--- src/include/qpp_cfg.svh ---
// qpp_cfg.svh: offsets, field positions, reset values and timing for the quad host port mux
// assumes a 100 MHz system clock and a plain address/strobe register port
`ifndef QPP_CFG_SVH
`define QPP_CFG_SVH

// register byte offsets inside one port's 16-byte window, port number in addr[5:4]
`define QPP_OFF_CTRL 4'h0
`define QPP_OFF_DATA 4'h4
`define QPP_OFF_STAT 4'h8

// port control register fields
`define QPP_CTRL_W 11
`define QPP_CTRL_STROBE 0
`define QPP_CTRL_FEED 1
`define QPP_CTRL_INIT 2
`define QPP_CTRL_CHOOSE 3
`define QPP_CTRL_SPARE 4
`define QPP_CTRL_ECHO 5
`define QPP_CTRL_MANUAL 6
`define QPP_CTRL_TWO_WAY 7
`define QPP_CTRL_ECP 8
`define QPP_CTRL_EPP 9
`define QPP_CTRL_FAST 10
`define QPP_CTRL_RESET 11'h00f

// mode codes as {EPP, ECP, two_way, manual}
`define QPP_MODE_MANUAL 4'h1
`define QPP_MODE_AUTO 4'h0
`define QPP_MODE_BYTE 4'h3
`define QPP_MODE_ECP_FWD 4'h4
`define QPP_MODE_ECP_REV 4'h6
`define QPP_MODE_EPP 4'ha

// storage and timing
`define QPP_FIFO_DEPTH 3'h4
`define QPP_WORD_BYTES 3'h4
`define QPP_CLK_NS 10
`define QPP_STROBE_NS 500
`define QPP_LATCH_LAG 7'h03
`define QPP_RD_SETTLE 3'h4

`endif

--- src/include/qpp_pkg.sv ---
// qpp_pkg: types shared by the quad host port mux files
// assumes qpp_cfg.svh holds all numeric constants
package qpp_pkg;
  typedef enum logic [2:0] {QPP_M_MANUAL, QPP_M_AUTO, QPP_M_BYTE, QPP_M_ECP_FWD, QPP_M_ECP_REV, QPP_M_EPP,
    QPP_M_UNSUPP} qpp_mode_t;
  typedef enum logic [1:0] {QPP_E_IDLE, QPP_E_SETUP, QPP_E_STROBE, QPP_E_HOLD} qpp_eng_st_t;
  typedef enum logic [2:0] {QPP_B_PICK, QPP_B_SETUP, QPP_B_CLK, QPP_B_HOLD, QPP_B_RD_WAIT,
    QPP_B_RD_CAP} qpp_bus_st_t;
endpackage : qpp_pkg

--- src/include/qpp_byte_if.sv ---
// qpp_byte_if: byte stream between an outbound word register and its port fifo
// assumes both sides run on the same clock
`timescale 1ns/1ps
`default_nettype none
interface qpp_byte_if;
  logic wr_valid;
  logic wr_ready;
  logic [7:0] wr_data;
  logic rd_valid;
  logic rd_ready;
  logic [7:0] rd_data;
  modport store (input wr_valid, input wr_data, input rd_ready, output wr_ready, output rd_valid, output rd_data);
  modport user (output wr_valid, output wr_data, output rd_ready, input wr_ready, input rd_valid, input rd_data);
endinterface : qpp_byte_if
`default_nettype wire

--- src/hdl/qpp_fifo.sv ---
// qpp_fifo: four-byte outbound fifo of one port, flip-flop storage
// assumes one clock domain and the valid/ready discipline of qpp_byte_if
`timescale 1ns/1ps
`default_nettype none
`include "qpp_cfg.svh"
module qpp_fifo (
  input wire logic clk_i,
  input wire logic resetn_i,
  qpp_byte_if.store bus
);
  logic [7:0] mem [4];
  logic [1:0] wr_idx;
  logic [1:0] rd_idx;
  logic [2:0] count;
  logic push;
  logic pop;

  // honest full and empty from the fill count
  assign bus.wr_ready = (count != `QPP_FIFO_DEPTH);
  assign bus.rd_valid = (count != 3'h0);
  assign bus.rd_data = mem[rd_idx];
  assign push = bus.wr_valid && bus.wr_ready;
  assign pop = bus.rd_valid && bus.rd_ready;

  // storage is not reset, only the pointers and the fill count
  always_ff @(posedge clk_i)
  begin
    if (push)
    begin
      mem[wr_idx] <= bus.wr_data;
    end
  end

  // pointer and count update
  always_ff @(posedge clk_i or negedge resetn_i)
  begin
    if (!resetn_i)
    begin
      wr_idx <= 2'h0;
      rd_idx <= 2'h0;
      count <= 3'h0;
    end
    else
    begin
      wr_idx <= push ? wr_idx + 2'h1 : wr_idx;
      rd_idx <= pop ? rd_idx + 2'h1 : rd_idx;
      count <= count + {2'h0, push} - {2'h0, pop};
    end
  end
endmodule : qpp_fifo
`default_nettype wire

--- src/hdl/qpp_host_mux.sv ---
// qpp_host_mux: four multiplexed parallel host ports over one shared 8-bit bus
// assumes external latching transceivers per port and a register port on the system clock
// What this block does
// - four independent ports share one output bus
// - host role only, never peripheral
// - two latch clocks per port plus output enable
// - output enable admits inbound data in two-way modes
// - data byte or control byte on bus
// - direction bit copies two_way_enable_bit
// - firmware spare bit copies its control bit
// - echo mode copies echo_enable_bit
// - echo capture is inverse of strobe
// - state machine drains fifos per port mode
// - ports served round robin, latches hold values
// - per port 4-byte word register and fifo
// - distinct latch clocks select the target port
// - strobe/feed/choose/restart out, status lines in
// - signal roles follow the selected port mode
// - never two latch clocks active together
// - mode decoded from four control bits
`timescale 1ns/1ps
`default_nettype none
`include "qpp_cfg.svh"
module qpp_host_mux (
  input wire logic CLK_I,
  input wire logic RESETN_I,
  input wire logic [5:0] REG_ADDR_I,
  input wire logic [31:0] REG_WDATA_I,
  input wire logic REG_WR_I,
  input wire logic REG_RD_I,
  output logic [31:0] REG_RDATA_O,
  output logic [3:0] OUTBOUND_EMPTY_O,
  output logic [7:0] SHARED_PORT_BUS_O,
  input wire logic [7:0] SHARED_PORT_BUS_I,
  output logic SHARED_PORT_BUS_OE_N_O,
  output logic XCVR_OE_N_O,
  output logic [3:0] PORT_DATA_LATCH_CLOCK_O,
  output logic [3:0] PORT_CONTROL_LATCH_CLOCK_O,
  input wire logic [3:0] PERIPH_REPLY_N_I,
  input wire logic [3:0] PERIPH_BUSY_I,
  input wire logic [3:0] PAPER_OUT_I,
  input wire logic [3:0] PERIPH_ONLINE_I,
  input wire logic [3:0] PERIPH_ERROR_N_I
);
  localparam int STROBE_CYC = (`QPP_STROBE_NS + `QPP_CLK_NS - 1) / `QPP_CLK_NS;
  localparam logic [6:0] STROBE_LOAD = 7'(STROBE_CYC);

  // mode decode from {EPP, ECP, two_way, manual}
  function automatic qpp_pkg::qpp_mode_t mode_of(input logic [`QPP_CTRL_W-1:0] c);
    case ({c[`QPP_CTRL_EPP], c[`QPP_CTRL_ECP], c[`QPP_CTRL_TWO_WAY], c[`QPP_CTRL_MANUAL]})
      `QPP_MODE_MANUAL: mode_of = qpp_pkg::QPP_M_MANUAL;
      `QPP_MODE_AUTO: mode_of = qpp_pkg::QPP_M_AUTO;
      `QPP_MODE_BYTE: mode_of = qpp_pkg::QPP_M_BYTE;
      `QPP_MODE_ECP_FWD: mode_of = qpp_pkg::QPP_M_ECP_FWD;
      `QPP_MODE_ECP_REV: mode_of = qpp_pkg::QPP_M_ECP_REV;
      `QPP_MODE_EPP: mode_of = qpp_pkg::QPP_M_EPP;
      default: mode_of = qpp_pkg::QPP_M_UNSUPP;
    endcase
  endfunction : mode_of

  // hardware paces the strobe only in these forward modes
  function automatic logic is_auto(input qpp_pkg::qpp_mode_t m);
    is_auto = (m == qpp_pkg::QPP_M_AUTO) || (m == qpp_pkg::QPP_M_ECP_FWD);
  endfunction : is_auto

  // control-phase byte, msb first: strobe, feed, restart, choose, dir, spare, echo mode, echo capture
  function automatic logic [7:0] ctrl_byte(input logic [`QPP_CTRL_W-1:0] c, input logic strobe);
    ctrl_byte = {strobe, c[`QPP_CTRL_FEED], c[`QPP_CTRL_INIT], c[`QPP_CTRL_CHOOSE],
      c[`QPP_CTRL_TWO_WAY], c[`QPP_CTRL_SPARE], c[`QPP_CTRL_ECHO], ~strobe};
  endfunction : ctrl_byte

  // two-flop synchronisers on every pin input
  logic [27:0] sync_a;
  logic [27:0] sync_b;
  always_ff @(posedge CLK_I or negedge RESETN_I)
  begin
    if (!RESETN_I)
    begin
      sync_a <= 28'h0000000;
      sync_b <= 28'h0000000;
    end
    else
    begin
      sync_a <= {PERIPH_ERROR_N_I, PERIPH_ONLINE_I, PAPER_OUT_I, PERIPH_BUSY_I, PERIPH_REPLY_N_I, SHARED_PORT_BUS_I};
      sync_b <= sync_a;
    end
  end

  logic [7:0] bus_in;
  logic [3:0] reply_n;
  logic [3:0] busy;
  logic [3:0] paper_out;
  logic [3:0] online;
  logic [3:0] error_n;
  assign bus_in = sync_b[7:0];
  assign reply_n = sync_b[11:8];
  assign busy = sync_b[15:12];
  assign paper_out = sync_b[19:16];
  assign online = sync_b[23:20];
  assign error_n = sync_b[27:24];

  // register port decode
  logic [1:0] reg_port;
  logic [3:0] reg_off;
  assign reg_port = REG_ADDR_I[5:4];
  assign reg_off = REG_ADDR_I[3:0];

  // per-port views used by the shared bus sequencer
  logic [3:0][`QPP_CTRL_W-1:0] ctrl_w;
  logic [3:0][7:0] cbyte;
  logic [3:0][7:0] fifo_data;
  logic [3:0][7:0] shadow;
  logic [3:0][7:0] inbound;
  logic [3:0] dirty;
  logic [3:0] data_go;
  logic [3:0] rd_go;
  logic [3:0] pop;
  logic [3:0] fifo_empty;
  logic [3:0] eng_busy;
  logic [3:0] strobe_low;
  logic [3:0] two_way_vec;
  logic [3:0] spare_vec;
  logic [3:0] echo_vec;
  logic [1:0] idx;
  qpp_pkg::qpp_bus_st_t bst;
  qpp_pkg::qpp_bus_st_t next_bst;

  for (genvar p = 0; p < 4; p++)
  begin : g_port
    qpp_byte_if bif ();
    logic [`QPP_CTRL_W-1:0] ctrl;
    logic [31:0] word;
    logic [2:0] left;
    logic [6:0] tmr;
    logic [6:0] next_tmr;
    qpp_pkg::qpp_eng_st_t eng;
    qpp_pkg::qpp_eng_st_t next_eng;
    qpp_pkg::qpp_mode_t mode;
    logic strobe;
    logic ctrl_hit;
    logic data_hit;

    qpp_fifo u_fifo (
      .clk_i(CLK_I),
      .resetn_i(RESETN_I),
      .bus(bif.store)
    );

    assign ctrl_hit = REG_WR_I && (reg_port == 2'(p)) && (reg_off == `QPP_OFF_CTRL);
    assign data_hit = REG_WR_I && (reg_port == 2'(p)) && (reg_off == `QPP_OFF_DATA);
    assign mode = mode_of(ctrl);
    // auto modes pace the strobe, the others take it straight from software
    assign strobe = is_auto(mode) ? (eng != qpp_pkg::QPP_E_STROBE) : ctrl[`QPP_CTRL_STROBE];
    assign bif.wr_valid = (left != 3'h0);
    assign bif.wr_data = word[7:0];
    assign bif.rd_ready = pop[p];
    assign ctrl_w[p] = ctrl;
    assign cbyte[p] = ctrl_byte(ctrl, strobe);
    assign dirty[p] = (cbyte[p] != shadow[p]);
    assign fifo_data[p] = bif.rd_data;
    // forward data only while the transceiver faces the cable
    assign data_go[p] = bif.rd_valid && !ctrl[`QPP_CTRL_TWO_WAY] &&
      (is_auto(mode) ? (eng == qpp_pkg::QPP_E_IDLE) : (mode == qpp_pkg::QPP_M_MANUAL));
    assign rd_go[p] = (mode == qpp_pkg::QPP_M_BYTE) || (mode == qpp_pkg::QPP_M_ECP_REV) ||
      (mode == qpp_pkg::QPP_M_EPP);
    assign fifo_empty[p] = !bif.rd_valid;
    assign eng_busy[p] = (eng != qpp_pkg::QPP_E_IDLE);
    assign strobe_low[p] = (eng == qpp_pkg::QPP_E_STROBE);
    assign two_way_vec[p] = ctrl[`QPP_CTRL_TWO_WAY];
    assign spare_vec[p] = ctrl[`QPP_CTRL_SPARE];
    assign echo_vec[p] = ctrl[`QPP_CTRL_ECHO];
    assign OUTBOUND_EMPTY_O[p] = (left == 3'h0);

    // control register; reset leaves all active-low lines inactive
    always_ff @(posedge CLK_I or negedge RESETN_I)
    begin
      if (!RESETN_I)
        ctrl <= `QPP_CTRL_RESET;
      else if (ctrl_hit)
        ctrl <= REG_WDATA_I[`QPP_CTRL_W-1:0];
    end

    // outbound word register, unloaded low byte first; a write while any byte is left is dropped
    always_ff @(posedge CLK_I or negedge RESETN_I)
    begin
      if (!RESETN_I)
      begin
        word <= 32'h00000000;
        left <= 3'h0;
      end
      else if (data_hit && (left == 3'h0))
      begin
        word <= REG_WDATA_I;
        left <= `QPP_WORD_BYTES;
      end
      else if (bif.wr_valid && bif.wr_ready)
      begin
        word <= {8'h00, word[31:8]};
        left <= left - 3'h1;
      end
    end

    // strobe pacing: setup, strobe, hold, each at least one strobe width
    always_comb
    begin
      next_eng = eng;
      next_tmr = (tmr != 7'h00) ? tmr - 7'h01 : tmr;
      case (eng)
        qpp_pkg::QPP_E_IDLE:
          if (pop[p] && is_auto(mode))
          begin
            next_eng = qpp_pkg::QPP_E_SETUP;
            next_tmr = STROBE_LOAD + `QPP_LATCH_LAG; // covers the data latch delay
          end
        qpp_pkg::QPP_E_SETUP:
          if ((tmr == 7'h00) && !busy[p])
          begin
            next_eng = qpp_pkg::QPP_E_STROBE;
            next_tmr = STROBE_LOAD;
          end
        qpp_pkg::QPP_E_STROBE:
          if (tmr == 7'h00)
          begin
            next_eng = qpp_pkg::QPP_E_HOLD;
            next_tmr = STROBE_LOAD;
          end
        qpp_pkg::QPP_E_HOLD:
          if ((tmr == 7'h00) && (ctrl[`QPP_CTRL_FAST] || !busy[p]))
            next_eng = qpp_pkg::QPP_E_IDLE;
        default:
          next_eng = qpp_pkg::QPP_E_IDLE;
      endcase
    end

    always_ff @(posedge CLK_I or negedge RESETN_I)
    begin
      if (!RESETN_I)
      begin
        eng <= qpp_pkg::QPP_E_IDLE;
        tmr <= 7'h00;
      end
      else
      begin
        eng <= next_eng;
        tmr <= next_tmr;
      end
    end
  end

  // shared bus sequencer: one visit per port, control reload before data
  logic is_ctrl;
  logic [7:0] bus_byte;
  logic [2:0] wait_cnt;
  logic [7:0] clk_vec;
  logic read_phase;
  logic any_go;
  assign any_go = dirty[idx] || data_go[idx];
  assign pop = (bst == qpp_pkg::QPP_B_PICK && !dirty[idx] && data_go[idx]) ? (4'h1 << idx) : 4'h0;
  assign read_phase = (bst == qpp_pkg::QPP_B_RD_WAIT) || (bst == qpp_pkg::QPP_B_RD_CAP);
  // limitation: one shared enable, so every two-way port's transceivers answer during any read visit
  assign XCVR_OE_N_O = !read_phase;
  assign SHARED_PORT_BUS_OE_N_O = read_phase;
  assign SHARED_PORT_BUS_O = bus_byte;
  assign PORT_DATA_LATCH_CLOCK_O = clk_vec[3:0];
  assign PORT_CONTROL_LATCH_CLOCK_O = clk_vec[7:4];

  always_comb
  begin
    next_bst = bst;
    case (bst)
      qpp_pkg::QPP_B_PICK:
        if (any_go)
          next_bst = qpp_pkg::QPP_B_SETUP;
        else if (rd_go[idx])
          next_bst = qpp_pkg::QPP_B_RD_WAIT;
      qpp_pkg::QPP_B_SETUP: next_bst = qpp_pkg::QPP_B_CLK;
      qpp_pkg::QPP_B_CLK: next_bst = qpp_pkg::QPP_B_HOLD;
      qpp_pkg::QPP_B_HOLD: next_bst = qpp_pkg::QPP_B_PICK;
      qpp_pkg::QPP_B_RD_WAIT:
        if (wait_cnt == 3'h0)
          next_bst = qpp_pkg::QPP_B_RD_CAP;
      qpp_pkg::QPP_B_RD_CAP: next_bst = qpp_pkg::QPP_B_PICK;
      default: next_bst = qpp_pkg::QPP_B_PICK;
    endcase
  end

  // state, port pointer and registered latch clocks; one-hot by construction
  always_ff @(posedge CLK_I or negedge RESETN_I)
  begin
    if (!RESETN_I)
    begin
      bst <= qpp_pkg::QPP_B_PICK;
      idx <= 2'h0;
      clk_vec <= 8'h00;
    end
    else
    begin
      bst <= next_bst;
      idx <= (next_bst == qpp_pkg::QPP_B_PICK) ? idx + 2'h1 : idx;
      clk_vec <= (next_bst == qpp_pkg::QPP_B_CLK) ? (8'h01 << {is_ctrl, idx}) : 8'h00;
    end
  end

  // bus byte, read settle count, control shadows and inbound captures
  always_ff @(posedge CLK_I or negedge RESETN_I)
  begin
    if (!RESETN_I)
    begin
      is_ctrl <= 1'b0;
      bus_byte <= 8'h00;
      wait_cnt <= 3'h0;
      shadow <= '0; // differs from any reset byte, so every control latch loads once
      inbound <= '0;
    end
    else
    begin
      if (bst == qpp_pkg::QPP_B_PICK && any_go)
      begin
        is_ctrl <= dirty[idx];
        bus_byte <= dirty[idx] ? cbyte[idx] : fifo_data[idx];
      end
      wait_cnt <= (bst == qpp_pkg::QPP_B_PICK) ? `QPP_RD_SETTLE : (wait_cnt - {2'h0, wait_cnt != 3'h0});
      if (bst == qpp_pkg::QPP_B_CLK && is_ctrl)
        shadow[idx] <= bus_byte;
      if (bst == qpp_pkg::QPP_B_RD_CAP)
        inbound[idx] <= bus_in;
    end
  end

  // register read, data valid only in the cycle after the strobe
  logic [31:0] rd_word;
  always_comb
  begin
    case (reg_off)
      `QPP_OFF_CTRL: rd_word = {21'h000000, ctrl_w[reg_port]};
      `QPP_OFF_STAT: rd_word = {16'h0000, inbound[reg_port], eng_busy[reg_port], fifo_empty[reg_port],
        OUTBOUND_EMPTY_O[reg_port], reply_n[reg_port], busy[reg_port], paper_out[reg_port],
        online[reg_port], error_n[reg_port]};
      default: rd_word = 32'h00000000;
    endcase
  end

  always_ff @(posedge CLK_I or negedge RESETN_I)
  begin
    if (!RESETN_I)
      REG_RDATA_O <= 32'h00000000;
    else
      REG_RDATA_O <= REG_RD_I ? rd_word : 32'h00000000;
  end

  // checks on the shared bus and port sequencing
  logic dir_sel;
  logic spare_sel;
  logic echo_sel;
  assign dir_sel = two_way_vec[idx];
  assign spare_sel = spare_vec[idx];
  assign echo_sel = echo_vec[idx];
endmodule : qpp_host_mux
`default_nettype wire

--- config.mk ---
export PLATFORM = sky130hd
export DESIGN_NAME = qpp_host_mux
export DESIGN_NICKNAME = d
export VERILOG_FILES = /design/src/include/qpp_pkg.sv /design/src/include/qpp_byte_if.sv /design/src/hdl/qpp_fifo.sv /design/src/hdl/qpp_host_mux.sv
export VERILOG_INCLUDE_DIRS = /design/src /design/src/include
export SDC_FILE = /design/constraint.sdc
export NUM_CORES = 1
export LEC_CHECK = 0
export ABC_AREA = 1
export ABC_CLOCK_PERIOD_IN_PS = 5300
export BUFFER_PORTS_ARGS = -buffer_cell sky130_fd_sc_hd__buf_2
export CORE_MARGIN = 5
export CORE_UTILIZATION = 50
export DETAILED_ROUTE_END_ITERATION = 10
export PLACE_DENSITY = 0.67
export SLEW_MARGIN = 10
export SYNTH_ARGS = -nofsm -noshare
export SYNTH_HDL_FRONTEND = slang
export SYNTH_SLANG_ARGS = --single-unit
--- constraint.sdc ---
create_clock -name CLK_I -period 5.3 [get_ports CLK_I]
set_clock_uncertainty 0.05 [all_clocks]
set_input_delay 0.53 -clock CLK_I [delete_from_list [all_inputs] [get_ports CLK_I]]
set_output_delay 0.53 -clock CLK_I [all_outputs]
set_load 0.005 [all_outputs]
Word level (Yosys, flattened, before mapping) --
Memories as Yosys holds them, arrays and structs flattened. Cells that the tools add are included. Widths: inputs -> output; s select.
Word-level totals: register bits 425, word-level logic and storage cells 429, memory bits (writable) 128, input port bits 70, output and inout port bits 54, memories kept 4
Operators by class: equal/unequal tests 90, mux-type cells 120, $lt $le $gt $ge 3, shift operators 2, reductions and logical operators 131, add/subtract/negate cells 26, bitwise logic cells 4
Memory list:
- g_port[0].u_fifo.mem | words 4, width 8, rd ports 1, clocked after memory_dff 0, write ports 1, line qpp_fifo.sv:11 | logic [7:0] mem [4];
- g_port[1].u_fifo.mem | words 4, width 8, rd ports 1, clocked after memory_dff 0, write ports 1, line qpp_fifo.sv:11
- g_port[2].u_fifo.mem | words 4, width 8, rd ports 1, clocked after memory_dff 0, write ports 1, line qpp_fifo.sv:11
- g_port[3].u_fifo.mem | words 4, width 8, rd ports 1, clocked after memory_dff 0, write ports 1, line qpp_fifo.sv:11
Operators with widths (number):
- $mux 32 | 9
- $mux 7 | 16
- $pmux 7 s3 | 4
- $pmux 3 s6 | 4
- $bwmux 32 | 2
- $logic_and 1x1->1 | 49
- $bmux 8 s2 | 3
- $mux 8 | 6
- $eq 4x3->1 const B | 9
- $mux 3 | 12
- $logic_not 3->1 | 11
- $mux 2 | 16
- $ne 8x8->1 | 4
- $pmux 16 s2 | 1
- $pmux 2 s4 | 4
- $eq 3x2->1 const B | 10
- $eq 3x3->1 const B | 10
- $logic_not 7->1 | 4
- $reduce_bool 7->1 | 4
- $sub 7x1->7 const B | 4
- $mux 1 | 27
- $reduce_bool 3->1 | 9
- $ne 2x2->1 const B | 12
- $bmux 1 s2 | 11
- other kinds (28) | 135

Depth between registers and ports, before layout --
Gate-level depths: netlist of the first run.
depth after elaboration 16, depth in mapped cells 22, mapped depth without buffers 22

Modules after synthesis --
From an unflattened synthesis of the first run, not the netlist that was laid out.
Second synthesis, totals: cells, all modules 2720, area, all modules 25021.5 µm²
Modules (own cells, without submodules):
- qpp_host_mux | cells each 2092, times used 1, area an instance 18039.8 µm², sequential area each 9554.2 µm²
- qpp_fifo | cells each 157, times used 4, area an instance 1745.4 µm², sequential area each 1136.1 µm²

Worst setup path after synthesis of the first run --
Ideal clock, no wire load.
path type register to register, from register g_port[3].eng[0], to register g_port[1].u_fifo.count[2], data arrival time 2875 ps, cell stages (with the launch flop) 20, path slack 2246 ps, path buffers 0, setup time 129 ps, period minus slack after synthesis 3054 ps, data required time 5121 ps, cell sequence dfrtp_1 inv_1 ha_1 inv_1 o21ai_1 nand2_1 nand3_2 nand2_2 nor2_8 nand2_4 nor2_4 nand2_2 clkinv_2 ha_1 inv_1 ha_1 inv_1 fa_1 xnor2_1 xor2_1
Between the ends: word-level cells in the longest chain between the ends 12, elaborated cells between the ends (all ways) 17, those cells by class add/sub: 1; eq/ne: 2; mux: 7; bitwise: 1; reduce/logical: 6
Ends and longest elaborated chain:
- start: declaration | line qpp_host_mux.sv:136 | qpp_pkg::qpp_eng_st_t eng;
- start signal: assignment | line qpp_host_mux.sv:239 | eng <= qpp_pkg::QPP_E_IDLE;
- start signal: assignment | line qpp_host_mux.sv:244 | eng <= next_eng;
- $ne 2x2->1 | line qpp_host_mux.sv:153 | assign strobe = is_auto(mode) ? (eng != qpp_pkg::QPP_E_STROBE) : ctrl[`QPP_CTRL_STROBE];
- $mux 1 | line qpp_host_mux.sv:153
- $not 1->1 | line qpp_host_mux.sv:69 | c[`QPP_CTRL_TWO_WAY], c[`QPP_CTRL_SPARE], c[`QPP_CTRL_ECHO], ~strobe};
- $ne 8x8->1 | line qpp_host_mux.sv:159 | assign dirty[p] = (cbyte[p] != shadow[p]);
- $bmux 1 s2 | line qpp_host_mux.sv:258 | assign pop = (bst == qpp_pkg::QPP_B_PICK && !dirty[idx] && data_go[idx]) ? (4'h1 << idx) : 4'h0;
- $mux 1 (not written as such) | line qpp_host_mux.sv:258
- $logic_not 1->1 | line qpp_host_mux.sv:258
- $logic_and 1x1->1 | line qpp_host_mux.sv:258
- $logic_and 1x1->1 (*) | line qpp_host_mux.sv:258
- $mux 4 (*) | line qpp_host_mux.sv:258
- $logic_and 1x1->1 (*) | line qpp_fifo.sv:23 | assign pop = bus.rd_valid && bus.rd_ready;
- named net g_port[1].u_fifo.pop | line qpp_fifo.sv:16 | logic pop;
- $sub 3x1->3 (*) | line qpp_fifo.sv:47 | count <= count + {2'h0, push} - {2'h0, pop};
- end signal: assignment | line qpp_fifo.sv:47
- end: declaration | line qpp_fifo.sv:14 | logic [2:0] count;
The timed path passes the listed nets; every way through them passes the cells marked *. The select of a mux whose other input is x is not followed. A chain may end at the register's enable or synchronous reset.

Final worst setup path of the first run --
from register idx[0], to register g_port[1].u_fifo.count[2]
Between the ends: word-level cells in the longest chain between the ends 8, elaborated cells between the ends (all ways) 11, those cells by class add/sub: 1; shift: 1; mux: 5; reduce/logical: 4
Ends and longest elaborated chain:
- start: declaration | line qpp_host_mux.sv:124 | logic [1:0] idx;
- start signal: assignment | line qpp_host_mux.sv:299 | idx <= (next_bst == qpp_pkg::QPP_B_PICK) ? idx + 2'h1 : idx;
- $bmux 1 s2 | line qpp_host_mux.sv:258
- $mux 1 (not written as such) | line qpp_host_mux.sv:258
- $logic_not 1->1 | line qpp_host_mux.sv:258
- $logic_and 1x1->1 (2 in series) | line qpp_host_mux.sv:258
- $mux 4 (*) | line qpp_host_mux.sv:258
- $logic_and 1x1->1 (*) | line qpp_fifo.sv:23
- named net g_port[1].u_fifo.pop | line qpp_fifo.sv:16
- $sub 3x1->3 (*) | line qpp_fifo.sv:47
Marks and branches as above.

==> run summary, run 1 <==
Power
- **static leakage** 12.8 nW
- **Peak supply drop** 0.000247 V
- **pwr dens** 533 mW/mm^2

Global routing
- **pin count of the biggest net entering global routing** 147
- **number of antenna violations at the first check in global routing** 2
- **global-route wire length before repair** 102000 microns
- **GR Util All Layers** 0.242
- **sum of overflow across all layers after global routing** 0
- **vias in the first global route** 18600

STA
- **count of final max-slew check failures** 0
- **Setup violations, final** 0
- **Max-slew headroom** 0.355
- **setup repair after global routing missed its margin** false
- **share of the cycle needed by the critical path after routing** 0.719
- **Final Hold Fails** 0
- **final worst hold slack** 148 ps
- **minimum clock period** 3810 ps
- **Highest Clock Rate** 262 MHz
- **final critical-path setup slack** 1490 ps
- **setup TNS after final layout** 0 ps
- **slew of the pin with the lowest slew margin** 964 ps

Critical path
- **timing startpoint of the critical path** idx[0]
- **CP arrival** 4300 ps
- **Reg2Reg Launch Point** idx[0]
- **startpoint-to-endpoint class of the critical path** register to register
- **capture point of the worst reg-to-reg path** g_port[1].u_fifo.count[2]
- **largest fanout on the critical path** 23
- **startpoint types** register
- **setup slack on the worst flop-to-flop path** 1490 ps
- **Req. time, crit path** 5780 ps
- **delay contributed by the slowest stage of the critical path** 730 ps
- **Slowest-stage cell, CP** dfrtp_1
- **Worst path most repeated cell** nand2_1
- **CP endpoint** g_port[1].u_fifo.count[2]
- **critical path capture point type** register
- **cell count of the worst reg-to-reg path** 19
- **CP cell instances** inv_2 > o21ai_1 > nand3_1 > nor2_1 > nand2_1 > nand2_1 > nand2_1 > nand2_4 > nand2_4 > nor2_4 > nand2_2 > clkinv_2 > ha_1 > inv_1 > ha_1 > inv_1 > fa_1 > xnor2_1 > xor2_1

Placed design
- **count of buffers from port buffering** 107
- **RD Place Congestion** 0.953
- **HPWL reported at the end of detailed placement** 44800 microns
- **worst slack, placed** 1550 ps

Synth
- **share of synthesized cell area in full adder, half adder and majority cells** 0.0379
- **combinational family with the most area after synthesis** compound AO/OA/AOI/OAI gates
- **top_reg_cell synth** dfrtp_1
- **post-synthesis instance area** 0.0245 sq mm
- **Post-synth EDFFs** 128
- **fraction of synthesized area in multiplexers** 0
- **synthesized instance count** 2575
- **#FFs+latches synth** 537
- **part of the Yosys area used for sequential elements** 0.575
- **fraction of synthesized cell area in xor and xnor cells** 0.0121
- **number of warnings printed during yosys synthesis** 0
- **post-synthesis simple-gate area fraction** 0.130
- **count of cell types in the netlist** 60
- **share of flip-flops with an asynchronous set or reset after synthesis** 0.762
- **synthesized-area fraction occupied by ao, oa, aoi and oai cells** 0.162
- **Avg Cell Area, Syn** 9.53 sq um

Floorplan
- **num rows** 81
- **total die area** 0.0536 sq mm
- **Starting Density** 0.503
- **die width** 232 microns
- **area of the core** 0.0487 sq mm
- **overall die height** 232 microns
- **count of pins on the block boundary** 124

Finish
- **top library cells by usage in the layout, fill and taps aside** o21ai_0, dfrtp_1, inv_1, nand2_1, nor2_1
- **number of fill cells** 4220
- **most frequent standard cell in the layout excluding fill and tap cells** o21ai_0
- **share of final-layout standard cells stronger than drive strength 1** 0.111
- **net count reported at finish** 2824
- **area grow syn2layout** 13.3%

Clock tree
- **number of H-tree levels** 2
- **Clock Pin Slew Worst Setup and Hold Paths** 60 ps
- **CTS Buf Count** 56
- **total number of clock tree sinks** 537
- **Resized Gates After CTS** 0
- **TritonCTS clock tree** built
- **number of buffers between clock root and the deepest sink** 3
- **clock insertion delay at the later pin of the skew report** 610 ps
- **clock tree root driver cell** clkbuf_16

Drt
- **post-DR wirelength/cell** 19.3 microns
- **post-detailed-routing wire length** 65600 microns
- **detailed router's first-iteration violation count** 1623
- **DRC violation count after routing** 0
- **antenna-violating nets left** 0
- **detailed-route vias per instance** 5.54
- **total vias in the final route** 18800
- **1st-pass router iterations** 6

Status
- **outcome** completed

Job
- **max-cap violation count** 0

Worst hold path
- **class of the tightest hold or removal check** input pin to register
- **cell depth of the worst hold path** 3

-- synthesized netlist by cell type, drive strengths merged (7+ instances only) --
| master | number | area, sq um |
|---|---|---|
| a221oi | 12 | 111 |
| a31oi | 7 | 62.6 |
| nor2 | 184 | 757 |
| o22ai | 82 | 513 |
| clkbuf | 72 | 272 |
| edfxtp | 128 | 3840 |
| a21oi | 60 | 308 |
| inv | 381 | 1430 |
| buf | 47 | 302 |
| a22oi | 13 | 97.6 |
| nor3 | 35 | 201 |
| nand4 | 9 | 123 |
| dfrtp | 393 | 9830 |
| o221ai | 42 | 368 |
| dfstp | 16 | 420 |
| clkinv | 7 | 31.3 |
| nand2 | 374 | 1480 |
| nand3 | 112 | 586 |
| ha | 68 | 851 |
| xnor2 | 14 | 123 |
| o211ai | 9 | 67.6 |
| xor2 | 20 | 175 |
| o21ai | 461 | 2310 |
-- sequential cells by signal, indices dropped and copies added (netlist names), 12 cells and up --
register             count
g_port.u_fifo.mem      128
sync_a                  28
g_port.left             12
g_port.u_fifo.count     12
inbound                 32
REG_RDATA_O             16
g_port.tmr              28
g_port.word            128
shadow                  32
sync_b                  28
g_port.ctrl             44
-- report_power, final --
part	leakage, nW	internal, W	switching (W)	total [W]
Sequential	6.42	0.00533	0.000584	0.00592
Clock	0.962	0.00246	0.00165	0.00410
Combinational	5.42	0.00147	0.00334	0.00480
-- metal layers --
metal  part of all wire  GRT usage  up-vias
li1                   -          -     8818
met1               0.41      0.317     9154
met2               0.49      0.407      687
met3              0.060     0.0301      159
met4              0.045      0.105        0
met5                  0          0        -
-- repair_timing --
item                                   in CTS  in global routing
hold buffers                               29                  0
endpoints found under the hold margin     109                  0
setup buffers                               0                  0
-- critical path, delay by kind of cell (launching register included) --
family / cells / cell delay, ps
and+or+nand+nor: 9 / 1100
DFF: 1 / 730
adders and majority gates: 3 / 730
buffers and inverters: 4 / 530
xor gates and xnor gates: 2 / 350
AOI/OAI and AO/OA: 1 / 220
-- how the worst min path moves through the flow --
| stage | start | end | slack, ps |
|---|---|---|---|
| 2_1_floorplan | RESETN_I | REG_RDATA_O[0] | 180 |
| 3_3_place_gp | sync_a[17] | sync_b[17] | 280 |
| 3_5_place_dp | sync_a[16] | sync_b[16] | 280 |
| 4_1_cts | REG_WDATA_I[3] | g_port[0].ctrl[3] | 110 |
| 5_1_grt | REG_WDATA_I[3] | g_port[0].ctrl[3] | 150 |
| 6_report | REG_WDATA_I[3] | g_port[0].ctrl[3] | 150 |
-- kinds of logic (layout without fill, tap and decap cells) --
group	count (synthesis)	in the layout
AND/OR/NAND/NOR	721	721
AO/OA/AOI/OAI	703	703
flip-flops	537	537
buffers and inverters	507	644
adder cells (fa/ha/maj)	72	72
XOR/XNOR	34	34
other	1	19
-- through the flow --
| step | total power [W] | std cells | area (sq um) | utilization |
|---|---|---|---|---|
| 3_3_place_gp | 0.0105 | 3259 | 25600 | 0.524 |
| 2_1_floorplan | 0.00922 | 2590 | 24600 | - |
| 5_1_grt | 0.0158 | 3393 | 27800 | 0.570 |
| 4_1_cts | 0.0149 | 3391 | 27800 | 0.570 |
| 6_report | 0.0148 | 3394 | 27800 | 0.570 |
| 3_5_place_dp | 0.0107 | 3259 | 25600 | 0.524 |
-- cell type report --
cell class | instances | area, sq um | share of cell area
Clock buffer | 76 | 1640 | 0.0590
Sequential cell | 537 | 14100 | 0.507
Timing Repair Buffer | 153 | 988 | 0.0356
Inverter | 388 | 1460 | 0.0526
Antenna cell | 3 | 7.51 | 0.000270
Clock inverter | 27 | 314 | 0.0113
Tap cell | 664 | 831 | 0.0299
Multi-Input combinational cell | 1546 | 8460 | 0.304
(Power assumes the default switching activity.)
==> run 2: changes to the inputs <==
ABC_CLOCK_PERIOD_IN_PS = 3600   (was 5300)
clock period = 3.6 ns   (was 5.3 ns; I/O delays follow)
==> run summary, run 2 (synthesis gave the netlist of run 1 again) <==
Status
- **outcome** completed

STA
- **minimum clock period** 3360 ps
- **setup repair after global routing missed its margin** false
- **count of final max-slew check failures** 0
- **Final Hold Fails** 0
- **share of the cycle needed by the critical path after routing** 0.932
- **slew of the pin with the lowest slew margin** 910 ps
- **Setup violations, final** 0
- **setup TNS after final layout** 0 ps
- **Highest Clock Rate** 298 MHz
- **Max-slew headroom** 0.393

Clock tree
- **number of H-tree levels** 2
- **post-CTS setup buffer count** 0
- **number of buffers between clock root and the deepest sink** 3
- **Clock Pin Slew Worst Setup and Hold Paths** 60 ps
- **total number of clock tree sinks** 537
- **clock insertion delay at the later pin of the skew report** 620 ps
- **TritonCTS clock tree** built
- **CTS Buf Count** 55
- **clock tree root driver cell** clkbuf_16

Finish
- **Antenna Diode Count** 0
- **number of fill cells** 4181
- **top library cells by usage in the layout, fill and taps aside** o21ai_0, dfrtp_1, inv_1, nand2_1, nor2_1
- **largest registers** g_port.u_fifo.mem: 128 flops, g_port.word: 128 flops, g_port.ctrl: 44 flops
- **net count reported at finish** 2866
- **area grow syn2layout** 15.0%
- **final instance count without filler cells** 3435
- **most frequent standard cell in the layout excluding fill and tap cells** o21ai_0
- **share of final-layout standard cells stronger than drive strength 1** 0.119

Power
- **Peak supply drop** 0.000424 V
- **Internal** 0.0140 W
- **clock network fraction of design power** 0.279
- **static leakage** 13.0 nW
- **Logic pwr share** 0.332
- **switching share of power** 0.370
- **share of total power in sequential cells** 0.389
- **net switching power figure** 0.00821 W
- **pwr dens** 786 mW/mm^2

Worst hold path
- **class of the tightest hold or removal check** input pin to register

Global routing
- **sum of overflow across all layers after global routing** 0
- **global-route wire length before repair** 102000 microns
- **number of antenna violations at the first check in global routing** 0
- **pin count of the biggest net entering global routing** 114
- **vias in the first global route** 18400
- **GR Util All Layers** 0.240

Floorplan
- **count of pins on the block boundary** 124
- **num rows** 81
- **die width** 232 microns
- **overall die height** 232 microns
- **total die area** 0.0536 sq mm
- **Starting Density** 0.503
- **area of the core** 0.0487 sq mm

Placed design
- **Cells after DPL** 3292
- **RD Place Congestion** 0.952
- **HPWL reported at the end of detailed placement** 44900 microns
- **count of buffers from port buffering** 107

Critical path
- **CP cell instances** inv_1 > ha_1 > inv_1 > nand3_1 > nand3_1 > nand2_1 > nand3_1 > nand2_1 > nand2_2 > nand2_4 > nand2_4 > nor2_4 > nand2_2 > clkinv_2 > ha_1 > inv_1 > ha_1 > inv_1 > fa_1 > xnor2_1 > xor2_1
- **critical path capture point type** register
- **Worst path most repeated cell** inv_1
- **Req. time, crit path** 4080 ps
- **startpoint-to-endpoint class of the critical path** register to register
- **largest fanout on the critical path** 8
- **delay contributed by the slowest stage of the critical path** 410 ps
- **CP arrival** 3840 ps
- **Slowest-stage cell, CP** fa_1
- **startpoint types** register

Job
- **max-cap violation count** 0

Drt
- **detailed-route vias per instance** 5.50
- **DRC violation count after routing** 0
- **post-detailed-routing wire length** 65200 microns
- **antenna-violating nets left** 0
- **1st-pass router iterations** 5
- **detailed router's first-iteration violation count** 1640
- **post-DR wirelength/cell** 19.0 microns
- **total vias in the final route** 18900

run 2: metal layers:
metal / vias up / global-route usage / part of all wire
li1: 8887 / - / -
met1: 9241 / 0.322 / 0.42
met2: 589 / 0.399 / 0.48
met3: 164 / 0.0301 / 0.052
met4: 0 / 0.103 / 0.045
met5: - / 0 / 0
run 2: path summary, 6_finish.rpt:
check                                  from                        end  slack, ps  cells past startpoint
hold reg to reg                   sync_a[6]                  sync_b[6]        290                      0
setup / recovery           g_port[1].eng[0]  g_port[1].u_fifo.count[2]        240                     21
min in group asynchronous          RESETN_I           g_port[3].tmr[6]        300                      2
max in group asynchronous          RESETN_I         g_port[2].word[28]       2120                      3
setup reg to reg           g_port[1].eng[0]  g_port[1].u_fifo.count[2]        240                     21
hold / removal              REG_WDATA_I[16]         g_port[1].word[16]         40                      3
run 2: what timing repair did:
action | in CTS | in global routing
resized for setup | 0 | 3
endpoints found under the hold margin | 115 | 0
endpoints found under the setup margin | 0 | 2
hold buffers | 39 | 0
run 2: layout make-up:
cell class / count / area, sq um / share of cell area
clock buffers: 67 / 1460 / 0.0518
inverters: 388 / 1460 / 0.0518
repair buffers: 196 / 1370 / 0.0487
well taps: 664 / 831 / 0.0294
flip-flops and latches: 537 / 14100 / 0.500
clock inverters: 37 / 527 / 0.0187
multi-input cells: 1546 / 8470 / 0.300
run 2: critical path: cells and delay by family, from the launching register on:
family / cells / cell delay (ps)
flip-flops: 1 / 400
XOR/XNOR: 2 / 350
buffers and inverters: 5 / 420
adder cells (fa/ha/maj): 4 / 1120
AND/OR/NAND/NOR: 10 / 960
run 2: power by group through the flow:
stage	Combinational (W)	Clock [W]	Sequential, W
finish	0.00736	0.00619	0.00864
global route	0.00828	0.00655	0.00879
CTS	0.00735	0.00629	0.00863
detailed placement	0.00726	0	0.00874
global placement	0.00708	0	0.00867
floorplan	0.00509	0	0.00848
run 2: metrics by stage:
step	hold slack (ps)	area (sq um)	total power (W)	utilization	worst slack [ps]
finish	39.8	28200	0.0222	0.579	245
global route	27.8	28200	0.0236	0.579	25.5
CTS	5.88	28200	0.0223	0.579	227
detailed placement	285	25800	0.0160	0.530	255
global placement	283	25800	0.0158	0.530	383
floorplan	14.4	24600	0.0136	-	546
